[src/logic/tcs_pkg.sv]
// Constants, field layouts and carrier types of the tuner configuration and status bank
package tcs_pkg;

   // Register addresses on the byte-wide access port
   localparam logic [7:0] TCS_ADDR_GAIN_BIAS   = 8'h00;
   localparam logic [7:0] TCS_ADDR_XTAL_POWER  = 8'h01;
   localparam logic [7:0] TCS_ADDR_REF_DIV     = 8'h02;
   localparam logic [7:0] TCS_ADDR_LOOP_HIGH   = 8'h03;
   localparam logic [7:0] TCS_ADDR_LOOP_LOW    = 8'h04;
   localparam logic [7:0] TCS_ADDR_STATUS      = 8'h05;

   // Power-on values
   localparam logic [7:0] TCS_RST_GAIN_BIAS    = 8'h56;
   localparam logic [7:0] TCS_RST_XTAL_POWER   = 8'h08;
   localparam logic [7:0] TCS_RST_REF_DIV      = 8'h38;
   localparam logic [7:0] TCS_RST_LOOP_HIGH    = 8'h53;
   localparam logic [7:0] TCS_RST_LOOP_LOW     = 8'hf8;

   // Gain / bias control fields
   localparam int unsigned TCS_GB_MOD_BIT      = 7;
   localparam int unsigned TCS_GB_BIAS_HI      = 6;
   localparam int unsigned TCS_GB_BIAS_LO      = 5;
   localparam int unsigned TCS_GB_SIDE_BIT     = 4;
   localparam int unsigned TCS_GB_AGC_HI       = 3;
   localparam int unsigned TCS_GB_AGC_LO       = 1;
   localparam int unsigned TCS_GB_DET_BIT      = 0;

   // Crystal divide / power fields
   localparam int unsigned TCS_XP_DIV_HI       = 7;
   localparam int unsigned TCS_XP_DIV_LO       = 3;
   localparam int unsigned TCS_XP_POWER_DOWN_REQUEST_BIT     = 2;
   localparam int unsigned TCS_XP_STANDBY_REQUEST_BIT     = 1;
   localparam int unsigned TCS_XP_QUADRATURE_OUTPUT_DISABLE_BIT     = 0;

   // Loop divider low byte and status fields
   localparam int unsigned TCS_LL_N_HI         = 7;
   localparam int unsigned TCS_LL_N_LO         = 3;
   localparam logic [7:0]  TCS_LL_USED_MASK    = 8'hf8;
   localparam int unsigned TCS_ST_PUMP_HI      = 4;
   localparam int unsigned TCS_ST_PUMP_LO      = 3;
   localparam int unsigned TCS_ST_PWR_BIT      = 2;
   localparam int unsigned TCS_ST_OK_BIT       = 1;
   localparam int unsigned TCS_ST_IDLE_BIT     = 0;

   // Analog meaning of codes
   localparam logic [2:0]  TCS_AGC_UNDEF_CODE  = 3'h6;
   localparam logic [2:0]  TCS_AGC_TOP_CODE    = 3'h7;
   localparam logic signed [7:0] TCS_AGC_BASE_DBM = -8'sd62;
   localparam logic signed [7:0] TCS_AGC_STEP_DB  = 8'sd2;
   localparam logic signed [7:0] TCS_AGC_TOP_DBM  = -8'sd48;
   localparam logic [3:0]  TCS_GAIN_STEP_DB    = 4'h7;

   // Host programming ranges
   localparam logic [7:0]  TCS_REF_DIV_MIN     = 8'd22;
   localparam logic [7:0]  TCS_REF_DIV_MAX     = 8'd182;
   localparam logic [12:0] TCS_LOOP_DIV_MIN    = 13'd829;
   localparam logic [12:0] TCS_LOOP_DIV_MAX    = 13'd5374;

   // Autoselect machine
   typedef enum logic [1:0]
   {
      TCS_AS_IDLE = 2'b00,
      TCS_AS_RUN  = 2'b01
   } tcs_as_state_type;

   // One access from the serial slave front end
   typedef struct packed
   {
      logic       ptr_load;
      logic [7:0] ptr_addr;
      logic       wr_en;
      logic [7:0] wr_data;
      logic       rd_en;
      logic       stop_read;
   } tcs_bus_req_type;

   // Decoded settings toward the analog and synthesizer blocks
   typedef struct packed
   {
      logic        qpsk_mode;
      logic [3:0]  bb_gain_step_db;
      logic [1:0]  baseband_bias_level;
      logic        high_side_inject;
      logic [2:0]  agc_attack_point;
      logic signed [7:0] agc_attack_dbm;
      logic        agc_code_undefined;
      logic        detector_on;
      logic [4:0]  reference_output_divider;
      logic        chip_active;
      logic        path_active;
      logic        synth_active;
      logic        q_output_on;
      logic [7:0]  ref_divide;
      logic [12:0] loop_divide;
      logic        ref_divide_in_range;
      logic        loop_divide_in_range;
   } tcs_cfg_type;

endpackage : tcs_pkg

[src/logic/tcs_refdiv.sv]
// Reference output divider: one-cycle tick every code clocks, off for code zero
`timescale 1ns/1ps
`default_nettype none
module tcs_refdiv
   import tcs_pkg::*;
#(
   parameter int unsigned DIV_W = 5
)
(
   input  wire logic             mclk_i,
   input  wire logic             rst_b_i,
   input  wire logic             run_i,
   input  wire logic [DIV_W-1:0] div_code_i,
   output logic                  tick_o,
   output logic                  buf_on_o
);

   logic [DIV_W-1:0] count_r;
   logic             tick_r;
   logic             on_r;
   logic             on_nxt;

   assign on_nxt = run_i && (div_code_i != '0);

   always_ff @(posedge mclk_i)
   begin
      if (!rst_b_i)
      begin
         count_r <= '0;
         tick_r  <= 1'b0;
         on_r    <= 1'b0;
      end
      else
      begin
         on_r <= on_nxt;
         // Restart once the count reaches or passes code minus one, so a shorter ratio never waits a full wrap
         if (!on_nxt || (count_r >= div_code_i - 1'b1))
         begin
            count_r <= '0;
            tick_r  <= on_nxt;
         end
         else
         begin
            count_r <= count_r + 1'b1;
            tick_r  <= 1'b0;
         end
      end
   end

   assign tick_o   = tick_r;
   assign buf_on_o = on_r;

endmodule : tcs_refdiv
`default_nettype wire

[src/logic/tcs_regs.sv]
// Tuner configuration and status register bank behind the serial slave front end
`timescale 1ns/1ps
`default_nettype none
// Functional notes
// - Bit 7: QAM no gain, QPSK +7dB
// - Bits 6:5 pick baseband bias linearity
// - Bit 4: low-side or high-side injection
// - Bits 3:1 set AGC attack point
// - Bit 0 switches power detector
// - Reference output divider; zero turns off
// - Power-down stops all but bus, keeps registers
// - Standby stops path and synthesizer only
// - Divide bit 0 disables Q output
// - Reference divider byte, default 56
// - Loop divider split over high, low bytes
// - Loop divider defaults to 2687
// - Status bits 4:3 mirror pump current
// - Power-cycled flag cleared by read STOP
// - Autoselect success flag at status bit 1
// - Autoselect idle flag at status bit 0
// - Further write bytes go to next register
// - Autoselect runs only when enabled
module tcs_regs
   import tcs_pkg::*;
(
   input  wire logic            mclk_i,
   input  wire logic            rst_b_i,
   input  wire tcs_bus_req_type bus_req_i,
   output logic [7:0]           rd_data_o,
   output logic                 rd_valid_o,
   input  wire logic [1:0]      pump_current_i,
   input  wire logic            autoselect_enable_i,
   input  wire logic            autoselect_done_i,
   input  wire logic            autoselect_ok_i,
   output tcs_cfg_type          cfg_o,
   output logic                 reference_clock_output_o,
   output logic                 ref_buffer_on_o
);

   logic [7:0]       gain_bias_control_r;
   logic [7:0]       crystal_divide_power_r;
   logic [7:0]       reference_divider_r;
   logic [7:0]       loop_divider_high_r;
   logic [7:0]       loop_divider_low_r;
   logic [7:0]       ptr_r;
   logic [7:0]       ptr_nxt;
   logic [7:0]       rd_data_r;
   logic             rd_valid_r;
   logic [7:0]       read_mux;
   logic [7:0]       status_first;
   logic             power_cycled_flag_r;
   logic             autoselect_success_r;
   logic             autoselect_idle;
   tcs_as_state_type as_state_r;
   tcs_as_state_type as_state_nxt;
   logic             as_start;
   logic             wr_hit;
   logic [7:0]       wr_addr;
   logic             power_down_request;
   logic             standby_request;
   logic [12:0]      loop_divide;
   tcs_cfg_type      cfg_r;
   tcs_cfg_type      cfg_nxt;

   // Access pointer: a load names the first register, each byte moves it on
   assign wr_addr = bus_req_i.ptr_load ? bus_req_i.ptr_addr : ptr_r;
   assign wr_hit  = bus_req_i.wr_en;

   always_comb
   begin
      ptr_nxt = ptr_r;
      if (bus_req_i.ptr_load)
      begin
         ptr_nxt = bus_req_i.ptr_addr;
      end
      if (bus_req_i.wr_en || bus_req_i.rd_en)
      begin
         ptr_nxt = wr_addr + 8'h01;
      end
   end

   always_ff @(posedge mclk_i)
   begin
      if (!rst_b_i)
      begin
         ptr_r <= 8'h00;
      end
      else
      begin
         ptr_r <= ptr_nxt;
      end
   end

   // Writable registers; power-down leaves them untouched
   always_ff @(posedge mclk_i)
   begin
      if (!rst_b_i)
      begin
         gain_bias_control_r    <= TCS_RST_GAIN_BIAS;
         crystal_divide_power_r <= TCS_RST_XTAL_POWER;
         reference_divider_r    <= TCS_RST_REF_DIV;
         loop_divider_high_r    <= TCS_RST_LOOP_HIGH;
         loop_divider_low_r     <= TCS_RST_LOOP_LOW;
      end
      else if (wr_hit)
      begin
         case (wr_addr)
            TCS_ADDR_GAIN_BIAS:
            begin
               gain_bias_control_r <= bus_req_i.wr_data;
            end
            TCS_ADDR_XTAL_POWER:
            begin
               crystal_divide_power_r <= bus_req_i.wr_data;
            end
            TCS_ADDR_REF_DIV:
            begin
               reference_divider_r <= bus_req_i.wr_data;
            end
            TCS_ADDR_LOOP_HIGH:
            begin
               loop_divider_high_r <= bus_req_i.wr_data;
            end
            TCS_ADDR_LOOP_LOW:
            begin
               loop_divider_low_r <= bus_req_i.wr_data & TCS_LL_USED_MASK;
            end
            default:
            begin
               // Status and unmapped addresses take no write
            end
         endcase
      end
   end

   assign power_down_request = crystal_divide_power_r[TCS_XP_POWER_DOWN_REQUEST_BIT];
   assign standby_request    = crystal_divide_power_r[TCS_XP_STANDBY_REQUEST_BIT];
   assign loop_divide        = {loop_divider_high_r, loop_divider_low_r[TCS_LL_N_HI:TCS_LL_N_LO]};

   // Autoselect machine; a new loop divider low byte starts a search
   assign as_start = wr_hit && (wr_addr == TCS_ADDR_LOOP_LOW);

   always_comb
   begin
      as_state_nxt = as_state_r;
      case (as_state_r)
         TCS_AS_IDLE:
         begin
            if (as_start && autoselect_enable_i && !power_down_request && !standby_request)
            begin
               as_state_nxt = TCS_AS_RUN;
            end
         end
         TCS_AS_RUN:
         begin
            // Dropping the enable or the synthesizer aborts the search
            if (!autoselect_enable_i || power_down_request || standby_request || autoselect_done_i)
            begin
               as_state_nxt = TCS_AS_IDLE;
            end
         end
         default:
         begin
            as_state_nxt = TCS_AS_IDLE;
         end
      endcase
   end

   always_ff @(posedge mclk_i)
   begin
      if (!rst_b_i)
      begin
         as_state_r <= TCS_AS_IDLE;
      end
      else
      begin
         as_state_r <= as_state_nxt;
      end
   end

   always_ff @(posedge mclk_i)
   begin
      if (!rst_b_i)
      begin
         autoselect_success_r <= 1'b0;
      end
      else if (!autoselect_enable_i)
      begin
         autoselect_success_r <= 1'b0;
      end
      else if (as_state_r == TCS_AS_IDLE && as_state_nxt == TCS_AS_RUN)
      begin
         autoselect_success_r <= 1'b0;
      end
      else if (as_state_r == TCS_AS_RUN && autoselect_done_i)
      begin
         autoselect_success_r <= autoselect_ok_i;
      end
   end

   assign autoselect_idle = (as_state_r != TCS_AS_RUN);

   // Power-cycled flag: set only by reset, so no set can collide with the clear
   always_ff @(posedge mclk_i)
   begin
      if (!rst_b_i)
      begin
         power_cycled_flag_r <= 1'b1;
      end
      else if (bus_req_i.stop_read)
      begin
         power_cycled_flag_r <= 1'b0;
      end
   end

   always_comb
   begin
      status_first                                 = 8'h00;
      status_first[TCS_ST_PUMP_HI:TCS_ST_PUMP_LO]  = pump_current_i;
      status_first[TCS_ST_PWR_BIT]                 = power_cycled_flag_r;
      status_first[TCS_ST_OK_BIT]                  = autoselect_success_r;
      status_first[TCS_ST_IDLE_BIT]                = autoselect_idle;
   end

   // Read path; unmapped addresses answer zero
   always_comb
   begin
      case (wr_addr)
         TCS_ADDR_GAIN_BIAS:  read_mux = gain_bias_control_r;
         TCS_ADDR_XTAL_POWER: read_mux = crystal_divide_power_r;
         TCS_ADDR_REF_DIV:    read_mux = reference_divider_r;
         TCS_ADDR_LOOP_HIGH:  read_mux = loop_divider_high_r;
         TCS_ADDR_LOOP_LOW:   read_mux = loop_divider_low_r & TCS_LL_USED_MASK;
         TCS_ADDR_STATUS:     read_mux = status_first;
         default:             read_mux = 8'h00;
      endcase
   end

   always_ff @(posedge mclk_i)
   begin
      if (!rst_b_i)
      begin
         rd_data_r  <= 8'h00;
         rd_valid_r <= 1'b0;
      end
      else
      begin
         rd_valid_r <= bus_req_i.rd_en;
         if (bus_req_i.rd_en)
         begin
            rd_data_r <= read_mux;
         end
      end
   end

   // Decode of settings toward the analog side
   always_comb
   begin
      cfg_nxt                     = '0;
      cfg_nxt.qpsk_mode           = gain_bias_control_r[TCS_GB_MOD_BIT];
      cfg_nxt.bb_gain_step_db     = gain_bias_control_r[TCS_GB_MOD_BIT] ? TCS_GAIN_STEP_DB : 4'h0;
      cfg_nxt.baseband_bias_level = gain_bias_control_r[TCS_GB_BIAS_HI:TCS_GB_BIAS_LO];
      cfg_nxt.high_side_inject    = gain_bias_control_r[TCS_GB_SIDE_BIT];
      cfg_nxt.agc_attack_point    = gain_bias_control_r[TCS_GB_AGC_HI:TCS_GB_AGC_LO];
      // Undefined code keeps the base point; the flag lets the caller notice
      if (cfg_nxt.agc_attack_point == TCS_AGC_TOP_CODE)
      begin
         cfg_nxt.agc_attack_dbm = TCS_AGC_TOP_DBM;
      end
      else if (cfg_nxt.agc_attack_point == TCS_AGC_UNDEF_CODE)
      begin
         cfg_nxt.agc_attack_dbm = TCS_AGC_BASE_DBM;
      end
      else
      begin
         cfg_nxt.agc_attack_dbm = TCS_AGC_BASE_DBM
                                + 8'(signed'({5'h00, cfg_nxt.agc_attack_point}) * TCS_AGC_STEP_DB);
      end
      cfg_nxt.agc_code_undefined  = (cfg_nxt.agc_attack_point == TCS_AGC_UNDEF_CODE);
      cfg_nxt.chip_active         = !power_down_request;
      cfg_nxt.path_active         = !power_down_request && !standby_request;
      cfg_nxt.synth_active        = !power_down_request && !standby_request;
      cfg_nxt.detector_on         = gain_bias_control_r[TCS_GB_DET_BIT] && cfg_nxt.path_active;
      cfg_nxt.reference_output_divider = crystal_divide_power_r[TCS_XP_DIV_HI:TCS_XP_DIV_LO];
      cfg_nxt.q_output_on         = !crystal_divide_power_r[TCS_XP_QUADRATURE_OUTPUT_DISABLE_BIT] && cfg_nxt.path_active;
      cfg_nxt.ref_divide          = reference_divider_r;
      cfg_nxt.loop_divide         = loop_divide;
      cfg_nxt.ref_divide_in_range = (reference_divider_r >= TCS_REF_DIV_MIN)
                                 && (reference_divider_r <= TCS_REF_DIV_MAX);
      cfg_nxt.loop_divide_in_range = (loop_divide >= TCS_LOOP_DIV_MIN)
                                  && (loop_divide <= TCS_LOOP_DIV_MAX);
   end

   always_ff @(posedge mclk_i)
   begin
      if (!rst_b_i)
      begin
         cfg_r <= '0;
      end
      else
      begin
         cfg_r <= cfg_nxt;
      end
   end

   // Reference output keeps running through standby, stops in power-down
   tcs_refdiv #(
      .DIV_W      (5)
   ) u_refdiv (
      .mclk_i     (mclk_i),
      .rst_b_i    (rst_b_i),
      .run_i      (!power_down_request),
      .div_code_i (crystal_divide_power_r[TCS_XP_DIV_HI:TCS_XP_DIV_LO]),
      .tick_o     (reference_clock_output_o),
      .buf_on_o   (ref_buffer_on_o)
   );

   assign rd_data_o  = rd_data_r;
   assign rd_valid_o = rd_valid_r;
   assign cfg_o      = cfg_r;

endmodule : tcs_regs
`default_nettype wire

[config.mk]
export PLATFORM = sky130hd
export DESIGN_NAME = tcs_regs
export DESIGN_NICKNAME = d
export VERILOG_FILES = /design/src/logic/tcs_pkg.sv /design/src/logic/tcs_refdiv.sv /design/src/logic/tcs_regs.sv
export SDC_FILE = /design/constraint.sdc
export NUM_CORES = 1
export LEC_CHECK = 0
export BUFFER_PORTS_ARGS = -buffer_cell sky130_fd_sc_hd__buf_2
export CAP_MARGIN = 20
export CORE_AREA = 2 2 111 113
export CTS_CLUSTER_SIZE = 25
export DETAILED_ROUTE_END_ITERATION = 10
export DIE_AREA = 0 0 113 115
export PLACE_DENSITY = 0.6
export SYNTH_ARGS = -nofsm -noshare
export SYNTH_HDL_FRONTEND = slang
export SYNTH_HIERARCHICAL = 1
export SYNTH_SLANG_ARGS = --single-unit
[constraint.sdc]
create_clock -name mclk_i -period 7.5 [get_ports mclk_i]
set_input_delay 1.875 -clock mclk_i [delete_from_list [all_inputs] [get_ports mclk_i]]
set_output_delay 1.875 -clock mclk_i [all_outputs]
set_load 0.005 [all_outputs]
-- After elaboration in Yosys (flattened, before gate mapping)
Index checks and enable logic that the tools add are counted.
- register bits after elaboration: 117
- output and inout port bits: 64
- add/sub/neg operators: 4
- $lt $le $gt $ge: 5
- eq/ne operators: 10
- muxes and demuxes: 9
- bitwise operators: 2
- reduce and logical (&&, ||, !) cells: 35
- operator list (operator ; number):
    one-hot mux 8 bit (6 select lines) ; 1
    two-way mux 8 bit ; 4
    == test 8 x 2 -> 1 bit (second input constant) ; 2
    == test 8 x 3 -> 1 bit (second input constant) ; 2
    >= comparator 13 x 10 -> 1 bit (second input constant) ; 1
    less-or-equal comparator 13 bit (second input constant) ; 1
    logical AND 1 bit ; 12
    AND reduction 2 bit ; 6
    adder 7 x 5 -> 8 bit (first input constant) ; 1
    adder 8 x 1 -> 8 bit (second input constant) ; 1
    == test 8 x 1 -> 1 bit (second input constant) ; 1
    >= comparator 8 x 5 -> 1 bit (second input constant) ; 1
    less-or-equal comparator 8 bit (second input constant) ; 1
    zero test 8 bit ; 1
    == test 3 bit (second input constant) ; 2
    OR reduction 3 bit ; 2
    adder 5 x 1 -> 5 bit (second input constant) ; 1
    >= comparator 5 bit ; 1
    zero test 1 bit ; 5
    logical OR 1 bit ; 5
    nonzero test 5 bit ; 1
    subtractor 5 x 1 -> 5 bit (second input constant) ; 1
    == test 2 x 1 -> 1 bit (second input constant) ; 2
    two-way mux 2 bit ; 2
    6 further kinds ; 8

-- Longest topological paths before layout
Gate-level depths: netlist (run 1).
- depth after elaboration: 11
- depth in mapped cells: 10

-- Hierarchy
Netlist (run 1), hierarchy kept.
- modules (own cells, without submodules) (module ; instances ; cells each ; area an instance (µm²) ; sequential area each (µm²)):
    tcs_regs ; 1 ; 450 ; 4222.8 ; 2062.0
    tcs_refdiv ; 1 ; 43 ; 409.1 ; 140.1

-- Worst setup path before layout (run 1)
OpenSTA, ideal clock, no wires.
- path kind: input port to flip-flop
- from: in bus_req_i[19] in the netlist's numbering
- to: reg gain_bias_control_r[0]
- arrival time: 3.565 ns
- path slack: 3.864 ns
- stages on the path: 7
- buffers on the path: 2
- cell sequence: buf_6 mux2i_1 ha_1 clkbuf_1 nand2_1 nor2_2 mux2i_1
- longest elaborated chain between the ends: 3
- ends and longest elaborated chain (element ; RTL line ; source):
    start: declaration ; tcs_regs.sv:28 ; input wire tcs_bus_req_type bus_req_i,
    two-way mux 8 bit ; - ;
    zero test 8 bit ; tcs_regs.sv:107 ; case (wr_addr)
    AND reduction 2 bit (no line) ; - ;
    end signal: assignment ; tcs_regs.sv:110 ; gain_bias_control_r <= bus_req_i.wr_data;
    end: declaration ; tcs_regs.sv:40 ; logic [7:0] gain_bias_control_r;
Every way passes these cells.
A chain may end at the register's enable or synchronous reset.

-- Worst setup path after layout (run 1)
- from: in bus_req_i[19] in the netlist's numbering
- to: reg loop_divider_low_r[3]
- longest elaborated chain between the ends: 3
- ends and longest elaborated chain (element ; RTL line ; source):
    two-way mux 8 bit ; - ;
    == test 8 x 3 -> 1 bit ; tcs_regs.sv:107 ;
    AND reduction 2 bit (no line) ; - ;
    end signal: assignment ; tcs_regs.sv:126 ; loop_divider_low_r <= bus_req_i.wr_data & TCS_LL_USED_MASK;
    end: declaration ; tcs_regs.sv:44 ; logic [7:0] loop_divider_low_r;
Every way passes these cells.

==> results.sh, run 1 <==
export IMPL_synth_top_flop_cell="dfxtp_1"
export IMPL_path_clk_slew_ps=70
export IMPL_setup_viol=0
export IMPL_fp_dieArea_um2=13000
export IMPL_drv_slew=0
export IMPL_die_x_um=113
export IMPL_drive_gt1_share_pct=20.6
export IMPL_synthToLayoutAreaGrowth_pct=15.9
export IMPL_synthTopCellsByArea="dfxtp_1, mux2i_1, o21ai_0"
export IMPL_power_density_nw_per_um2=225
export IMPL_crit_chain="buf_2 -> mux2i_1 -> ha_1 -> and4b_1 -> o21ai_0 -> o21ai_0 -> o211ai_1"
export IMPL_crit_path_start_kind="input port"
export IMPL_seq_area_frac_synth_pct=47.5
export IMPL_cts_max_level=3
export IMPL_layout_cells_non_filler=711
export IMPL_setup_ws_ps=3330
export IMPL_synth_largest_area_cell="dfxtp_1"
export IMPL_grt_pass1_wl_um=19000
export IMPL_die_height_um=115
export IMPL_port_buffers=87
export IMPL_postCtsSetupBuffers=0
export IMPL_slew_headroom_pct=30.4
export IMPL_async_flop_share_pct=0
export IMPL_min_period_ps=4170
export IMPL_end_kind="flop"
export IMPL_wirelength_um=12200
export IMPL_critPathMostFrequentCell="o21ai_0"
export IMPL_drv_cap=0
export IMPL_synth_top_area_share_pct=47.5
export IMPL_crit_path_top_delay_cell="ha_1"
export IMPL_final_common_cell="dfxtp_1"
export IMPL_startpoint="bus_req_i[19]"
export IMPL_placed_cells=696
export IMPL_status="finished with violations"
export IMPL_pre_cts_ws_ps=3010
export IMPL_tightestPinTransition_ps=1040
export IMPL_intPower_uw=899
export IMPL_synth_distinct_cells=62
export IMPL_start_util_pct=39.2
export IMPL_hold_viol_final=0
export IMPL_drcViolationCount=3
export IMPL_netlist_area_um2=4630
export IMPL_worstPathRequired_ps=7670
export IMPL_clock_latency_ps=350
export IMPL_ios=91
export IMPL_switching_share_pct=25.6
export IMPL_comb_power_share_pct=11.3
export IMPL_synth_seq_cells=110
export IMPL_dr_pass1_iters=7
export IMPL_ir_worst_vdd_mv=0.0965
export IMPL_p_leak_uw=0.00229
export IMPL_cts_path_max_buffers=2
export IMPL_arrival_ps=4340
export IMPL_wl_per_cell_um=17.2
export IMPL_syn_avg_cell_area_um2=9.40
export IMPL_crit_type="in -> reg"
export IMPL_core_area_um2=11800
export IMPL_cts_tree="done"
export IMPL_syn_instance_count=493
export IMPL_gp_congestion=0.858
export IMPL_layout_common_cells="dfxtp_1, buf_2, o21ai_0, nand2_1, and2_1"
export IMPL_switchingPower_uw=310
export IMPL_cts_inserted_buffers=9
export IMPL_grt_pass1_vias=3490
export IMPL_p_seq_share_pct=51.1
export IMPL_fmax_mhz=240
export IMPL_grt_ovfl_total=0
export IMPL_place_hpwl_um=8920
export IMPL_finalNetCount=601
export IMPL_hold_class="reg -> reg"
export IMPL_violations="design-rule violations"
export IMPL_reg2reg_from="ptr_r[1]"
export IMPL_viasPerCell=5.43
export IMPL_fillerInstances=1153
export IMPL_num_vias=3859
export IMPL_finalCritPeriodShare_pct=55.6
export IMPL_rsz0062_at_grt="no"
export IMPL_min_from="power_cycled_flag_r"
export IMPL_rows=40
export IMPL_cp_slowest_stage_delay_ps=610
export IMPL_clock_skew_ps=6.14
export IMPL_hold_buffers=0
export IMPL_drt_iter0_drc=358
export IMPL_p_clk_share_pct=37.7
export IMPL_cts_resized=0
export IMPL_total_power_uw=1210
export IMPL_fin_setup_tns_ps=0
export IMPL_synth_edf_count=0
export IMPL_antenna_found_initial=0
export IMPL_grt_usage_pct=18.7
export IMPL_cts_sinks=110
export IMPL_insertedDiodeCount=0
export IMPL_drtAntennaViolNets=0
export IMPL_cts_root_buffer="clkbuf_16"
export IMPL_grt_max_degree=68
export IMPL_critical_path_max_fanout=20
export IMPL_ys_warn_count=6
-- stage by stage --
step / utilization, % / cell area [um2] / hold slack, ps
2_1_floorplan: - / 4640 / 418
3_3_place_gp: 43.1 / 5090 / 460
3_5_place_dp: 43.1 / 5090 / 465
4_1_cts: 45.4 / 5370 / 479
5_1_grt: 45.4 / 5370 / 513
6_report: 45.4 / 5370 / 475
-- routing by layer --
metal	global-route usage, %	wire, um
met5	0	0
met4	6.75	194
met3	4.69	790
met2	29.6	5790
met1	25.0	5470
-- registers in the layout, summed over array words and instances, names as in the netlist --
signal and count:
as_state_r 2, autoselect_success_r 1, cfg_o 45, crystal_divide_power_r 8, gain_bias_control_r 8, loop_divider_high_r 8
loop_divider_low_r 5, power_cycled_flag_r 1, ptr_r 8, rd_data_o 8, rd_valid_o 1, reference_divider_r 8
u_refdiv/buf_on_o 1, u_refdiv/count_r 5, u_refdiv/tick_o 1
-- cell families (layout without fill, tap and decap cells) --
family	after synthesis	count (layout)	share of synthesized area (%)
adders and majority gates	14	14	3.78
other	1	4	0.0810
DFF	110	110	47.5
muxes	24	24	5.32
xor gates and xnor gates	11	11	2.08
buffers and inverters	55	123	5.54
and+or+nand+nor	154	154	18.1
AOI/OAI and AO/OA	124	124	17.6
-- power by group through the flow --
stage | clock [uW] | combinational (uW) | sequential, uW
after floorplan | 0 | 90.1 | 629
after global placement | 0 | 132 | 630
after detailed placement | 0 | 135 | 631
after CTS | 461 | 136 | 617
after global routing | 488 | 149 | 619
final | 455 | 136 | 617
-- cell usage after synthesis, types with 3 or more instances --
cell type  instances
a222oi_1           5
o21a_1             5
o31ai_1           13
nor3_1            14
a31oi_1            4
o211ai_1           6
nand4_1            6
buf_4              9
xnor2_1            6
and2_1            32
nand3_1           10
xor2_1             5
nor4_1             4
nand2b_1           3
nor2_1            28
dfxtp_1          110
ha_1              14
nor3b_1            3
a21oi_1           18
nand2_1           33
o21ai_0           42
a22oi_1           10
mux2i_1           21
inv_1             20
clkbuf_1          21
and3_1             4
-- layout make-up --
cell class,instances,area [um2],share of cell area [%]
tap,147,184,3.43
inverter,20,75.1,1.40
clock inverter,2,17.5,0.326
timing repair buffer,88,443,8.25
clock buffer,13,260,4.85
sequential,110,2200,41.0
multi-input combinational,331,2180,40.7
-- final timing paths --
kind | end | slack [ps] | cells after the start
max | loop_divider_low_r[3] | 3330 | 7
max reg2reg | loop_divider_low_r[3] | 5030 | 6
min | power_cycled_flag_r | 470 | 2
min reg2reg | power_cycled_flag_r | 470 | 2
-- critical path: cells and delay by family --
kind | cells | cell delay [ps]
compound gates | 3 | 670
fa+ha+maj | 1 | 610
buf+inv | 1 | 340
mux | 1 | 490
simple gates | 1 | 350
(Power assumes the default switching activity.)
==> run 2, diff against run 1 <==
==> constraint.sdc (replaced) <==
create_clock -name mclk_i -period 4.3 [get_ports mclk_i]
set_input_delay 1.075 -clock mclk_i [delete_from_list [all_inputs] [get_ports mclk_i]]
set_output_delay 1.075 -clock mclk_i [all_outputs]
set_load 0.005 [all_outputs]
==> results.sh, run 2 (same netlist as run 1, synthesis figures left out) <==
export IMPL_reg2reg_from="ptr_r[1]"
export IMPL_drive_gt1_share_pct=21.3
export IMPL_hold_viol_final=0
export IMPL_cts_inserted_buffers=9
export IMPL_clock_latency_ps=350
export IMPL_viasPerCell=5.47
export IMPL_grt_pass1_vias=3721
export IMPL_status="finished with violations"
export IMPL_crit_buf_inv=1
export IMPL_gp_congestion=0.890
export IMPL_synthToLayoutAreaGrowth_pct=17.6
export IMPL_finalNetCount=603
export IMPL_cts_tree="done"
export IMPL_grt_max_degree=67
export IMPL_drcViolationCount=3
export IMPL_layout_cells_non_filler=714
export IMPL_r2r_cells=6
export IMPL_power_density_nw_per_um2=406
export IMPL_fmax_mhz=296
export IMPL_fin_setup_tns_ps=0
export IMPL_hold_class="reg -> reg"
export IMPL_drv_cap=0
export IMPL_rrSetupSlack_ps=1810
export IMPL_clock_skew_ps=10.0
export IMPL_port_buffers=87
export IMPL_largest_reg_flops=45
export IMPL_place_area_um2=5100
export IMPL_critPathMostFrequentCell="o21ai_0"
export IMPL_start_util_pct=39.2
export IMPL_die_x_um=113
export IMPL_num_vias=3905
export IMPL_finalCritPeriodShare_pct=78.5
export IMPL_dr_pass1_iters=8
export IMPL_wirelength_um=12300
export IMPL_ios=91
export IMPL_grt_ovfl_total=0
export IMPL_tightestPinTransition_ps=660
export IMPL_slew_headroom_pct=54.7
export IMPL_final_area_um2=5450
export IMPL_crit_path_start_kind="input port"
export IMPL_drtAntennaViolNets=0
export IMPL_end_kind="flop"
export IMPL_min_period_ps=3370
export IMPL_min_delay_worst_endpoint="power_cycled_flag_r"
export IMPL_cts_root_buffer="clkbuf_16"
export IMPL_r2r_end="loop_divider_low_r[5]"
export IMPL_grt_pass1_wl_um=19200
export IMPL_insertedDiodeCount=0
export IMPL_postCtsSetupBuffers=0
export IMPL_ir_worst_vdd_mv=0.227
export IMPL_min_from="power_cycled_flag_r"
export IMPL_die_height_um=115
export IMPL_final_common_cell="dfxtp_1"
export IMPL_drt_iter0_drc=333
export IMPL_violations="design-rule violations"
export IMPL_drv_slew=0
export IMPL_placed_cells=697
export IMPL_min_path_cells=2
export IMPL_fillerInstances=1156
export IMPL_arrival_ps=3580
export IMPL_hold_buffers=0
export IMPL_place_hpwl_um=8910
export IMPL_setup_viol=0
export IMPL_cts_sinks=110
export IMPL_cts_path_max_buffers=2
export IMPL_fp_dieArea_um2=13000
export IMPL_crit_path_top_delay_cell="ha_1"
export IMPL_layout_common_cells="dfxtp_1, buf_2, o21ai_0, nand2_1, and2_1"
export IMPL_rows=40
export IMPL_antenna_found_initial=0
export IMPL_cts_resized=0
export IMPL_cts_max_level=3
export IMPL_crit_chain="buf_2 -> mux2i_1 -> ha_1 -> and4b_1 -> o21ai_0 -> o21ai_0 -> o211ai_1"
export IMPL_core_area_um2=11800
export IMPL_grt_usage_pct=19.0
export IMPL_cp_slowest_stage_delay_ps=630
export IMPL_p_leak_uw=0.00233
export IMPL_crit_type="in -> reg"
export IMPL_wl_per_cell_um=17.2
export IMPL_worstPathRequired_ps=4500
export IMPL_path_delay_family="compound AO/OA/AOI/OAI gates"
export IMPL_critical_path_max_fanout=20
export IMPL_rsz0062_at_grt="no"
export IMPL_path_clk_slew_ps=70
## run 2: cell count changes in the layout (fill, tap and decap cells not counted), sizes merged
cell / change
buf: +2
clkbuf: -4
clkinvlp: +1
clkinv: +2
bufinv: +2
## run 2: how the worst max path moves through the flow
stage | depth (start not counted) | start | to | slack (ps)
final | 7 | bus_req_i[19] | loop_divider_low_r[5] | 930
after floorplan | 7 | bus_req_i[19] | gain_bias_control_r[0] | 1460
after detailed placement | 7 | bus_req_i[19] | loop_divider_low_r[5] | 610
after global routing | 7 | bus_req_i[19] | loop_divider_low_r[5] | 690
after global placement | 7 | bus_req_i[19] | loop_divider_low_r[3] | 810
after CTS | 7 | bus_req_i[19] | loop_divider_low_r[5] | 1000
## run 2: metrics by stage
step,hold slack [ps],setup WS [ps],total power (uW),utilization (%)
CTS,487,998,2230,45.9
detailed placement,475,612,1340,43.1
finish,482,925,2210,46.1
global route,512,688,2300,46.1
global placement,461,808,1330,43.1
floorplan,418,1460,1250,-
## run 2: layout make-up
| class | count | area [um2] | share of cell area (%) |
|---|---|---|---|
| Clock buffer | 9 | 225 | 4.13 |
| Clock inverter | 7 | 98.8 | 1.81 |
| Inverter | 20 | 75.1 | 1.38 |
| Multi-Input combinational cell | 331 | 2180 | 40.1 |
| Sequential cell | 110 | 2200 | 40.4 |
| Tap cell | 147 | 184 | 3.38 |
| Timing Repair Buffer | 90 | 478 | 8.77 |
## run 2: worst register-to-register path: stages, from the launching register on
cell and delay (ps):
dfxtp_1 310, mux2i_1 380, ha_1 630, and4b_1 350, o21ai_0 280, o21ai_0 280, o211ai_1 110
## run 2: metal layers
metal,track usage [%],share of wire [%]
met1,24.1,43
met2,30.4,47
met3,5.01,7.4
met4,9.02,2.6
met5,0,0
## run 2: where the power goes
| part | internal [uW] | leakage [uW] | switching [uW] | total [uW] |
|---|---|---|---|---|
| Combinational | 90.4 | 0.00127 | 149 | 240 |
| Sequential | 1050 | 0.000901 | 21.6 | 1080 |
| Clock | 513 | 0.000156 | 385 | 898 |
==> run 3, diff against run 2 <==
--- a/config.mk
+++ b/config.mk
@@ -11,7 +11,7 @@
 export CTS_CLUSTER_SIZE = 25
 export DETAILED_ROUTE_END_ITERATION = 10
 export DIE_AREA = 0 0 113 115
-export PLACE_DENSITY = 0.6
+export PLACE_DENSITY = 0.62
 export SYNTH_ARGS = -nofsm -noshare
 export SYNTH_HDL_FRONTEND = slang
 export SYNTH_HIERARCHICAL = 1
==> constraint.sdc (replaced) <==
create_clock -name mclk_i -period 3 [get_ports mclk_i]
set_input_delay 0.75 -clock mclk_i [delete_from_list [all_inputs] [get_ports mclk_i]]
set_output_delay 0.75 -clock mclk_i [all_outputs]
set_load 0.005 [all_outputs]
==> results.sh, run 3 (same netlist as run 1, synthesis figures left out) <==
export IMPL_status="finished with violations"
export IMPL_violations="design-rule violations"
export IMPL_cts_inserted_buffers=9
export IMPL_cts_max_level=3
export IMPL_crit_path_top_delay_cell="mux2i_1"
export IMPL_cts_resized=0
export IMPL_hold_viol_final=0
export IMPL_finalCritPeriodShare_pct=85.6
export IMPL_grt_pass1_vias=3730
export IMPL_largest_reg_flops=45
export IMPL_antenna_found_initial=0
export IMPL_insertedDiodeCount=0
export IMPL_tightestPinTransition_ps=859
export IMPL_grt_pass1_wl_um=19900
export IMPL_drt_iter0_drc=369
export IMPL_die_height_um=115
export IMPL_port_buffers=87
export IMPL_wirelength_um=12700
export IMPL_ios=91
export IMPL_total_power_uw=3070
export IMPL_viasPerCell=5.45
export IMPL_crit_path_start_kind="input port"
export IMPL_rows=40
export IMPL_dr_pass1_iters=9
export IMPL_finalNetCount=609
export IMPL_power_density_nw_per_um2=564
export IMPL_gp_congestion=0.864
export IMPL_worstPathRequired_ps=3300
export IMPL_drtAntennaViolNets=0
export IMPL_setup_viol=0
export IMPL_fin_setup_tns_ps=0
export IMPL_cts_tree="done"
export IMPL_crit_type="in -> reg"
export IMPL_path_clk_slew_ps=80
export IMPL_cts_path_max_buffers=2
export IMPL_drcViolationCount=5
export IMPL_rsz0062_at_grt="no"
export IMPL_start_util_pct=39.2
export IMPL_grt_ovfl_total=0
export IMPL_fp_dieArea_um2=13000
export IMPL_pre_cts_ws_ps=158
export IMPL_postCtsSetupBuffers=0
export IMPL_hold_buffers=0
export IMPL_cts_sinks=110
export IMPL_core_area_um2=11800
export IMPL_drive_gt1_share_pct=22.2
export IMPL_grt_max_degree=67
export IMPL_slew_headroom_pct=42.7
export IMPL_clock_latency_ps=360
export IMPL_synthToLayoutAreaGrowth_pct=17.5
export IMPL_layout_common_cells="dfxtp_1, buf_2, o21ai_0, nand2_1, and2_1"
export IMPL_cp_slowest_stage_delay_ps=480
export IMPL_final_common_cell="dfxtp_1"
export IMPL_grt_usage_pct=19.6
export IMPL_wl_per_cell_um=17.6
export IMPL_drv_slew=0
export IMPL_end_kind="flop"
export IMPL_num_vias=3921
export IMPL_crit_chain="buf_2 -> mux2i_1 -> ha_1 -> and4b_1 -> o21ai_0 -> o31ai_1 -> and3_1"
export IMPL_cts_root_buffer="clkbuf_16"
export IMPL_p_leak_uw=0.00233
export IMPL_fmax_mhz=390
export IMPL_hold_class="reg -> reg"
export IMPL_clock_skew_ps=7.87
export IMPL_place_hpwl_um=9330
export IMPL_min_period_ps=2570
export IMPL_critical_path_max_fanout=13
export IMPL_ir_worst_vdd_mv=0.238
export IMPL_drv_cap=0
export IMPL_setup_ws_ps=433
export IMPL_die_x_um=113
export IMPL_arrival_ps=2870
-- run 3: cell types whose count changed in the layout (fill, tap and decap cells not counted) --
| cell | previous run | this run |
|---|---|---|
| clkinv_4 | 3 | 2 |
| inv_6 | 0 | 3 |
| bufinv_16 | 2 | 0 |
| buf_16 | 1 | 0 |
| clkinv_8 | 0 | 1 |
| buf_4 | 2 | 9 |
| clkinv_2 | 1 | 0 |
-- run 3: final timing paths --
check / to / from / cells after the start / slack, ps
worst max-delay path: as_state_r[0] / bus_req_i[19] / 7 / 430
worst min-delay path: power_cycled_flag_r / power_cycled_flag_r / 2 / 480
worst max register to register: as_state_r[0] / ptr_r[1] / 6 / 860
worst min register to register: power_cycled_flag_r / power_cycled_flag_r / 2 / 480
-- run 3: power by group --
part	total [uW]	internal, uW	switching [uW]	leakage [uW]
registers	1540	1510	31.9	0.000901
logic	351	135	216	0.00129
clock network	1170	583	590	0.000140
total	3070	2230	838	0.00233
-- run 3: cell type report --
type	instances	area [um2]
clock buffer	9	225
inverter	20	75.1
fill	1149	6370
multi-input combinational	331	2180
sequential	110	2200
clock inverter	7	67.6
timing repair buffer	96	503
tap	147	184
-- run 3: critical path: cells and delay by family --
family                   cells  cell delay (ps)
AO/OA/AOI/OAI                2              650
AND/OR/NAND/NOR              2              480
buffers and inverters        1              230
multiplexers                 1              480
adder cells (fa/ha/maj)      1              290
-- run 3: routing by layer --
metal | global-route usage (%) | wire length, um | share of wire (%) | vias up
li1 | - | - | - | 1909
met1 | 25.9 | 5550 | 44 | 1840
met3 | 2.74 | 953 | 7.5 | 23
met4 | 7.80 | 286 | 2.3 | 0
met5 | 0 | 0 | 0 | -
met2 | 32.6 | 5890 | 46 | 149
-- run 3: per-stage QoR --
step	cell area (um2)	cells	hold WS, ps	utilization [%]
global placement	5150	704	456	43.6
floorplan	4640	496	418	-
CTS	5440	720	483	46.1
detailed placement	5150	704	465	43.6
global route	5440	720	516	46.1
finish	5440	720	476	46.1
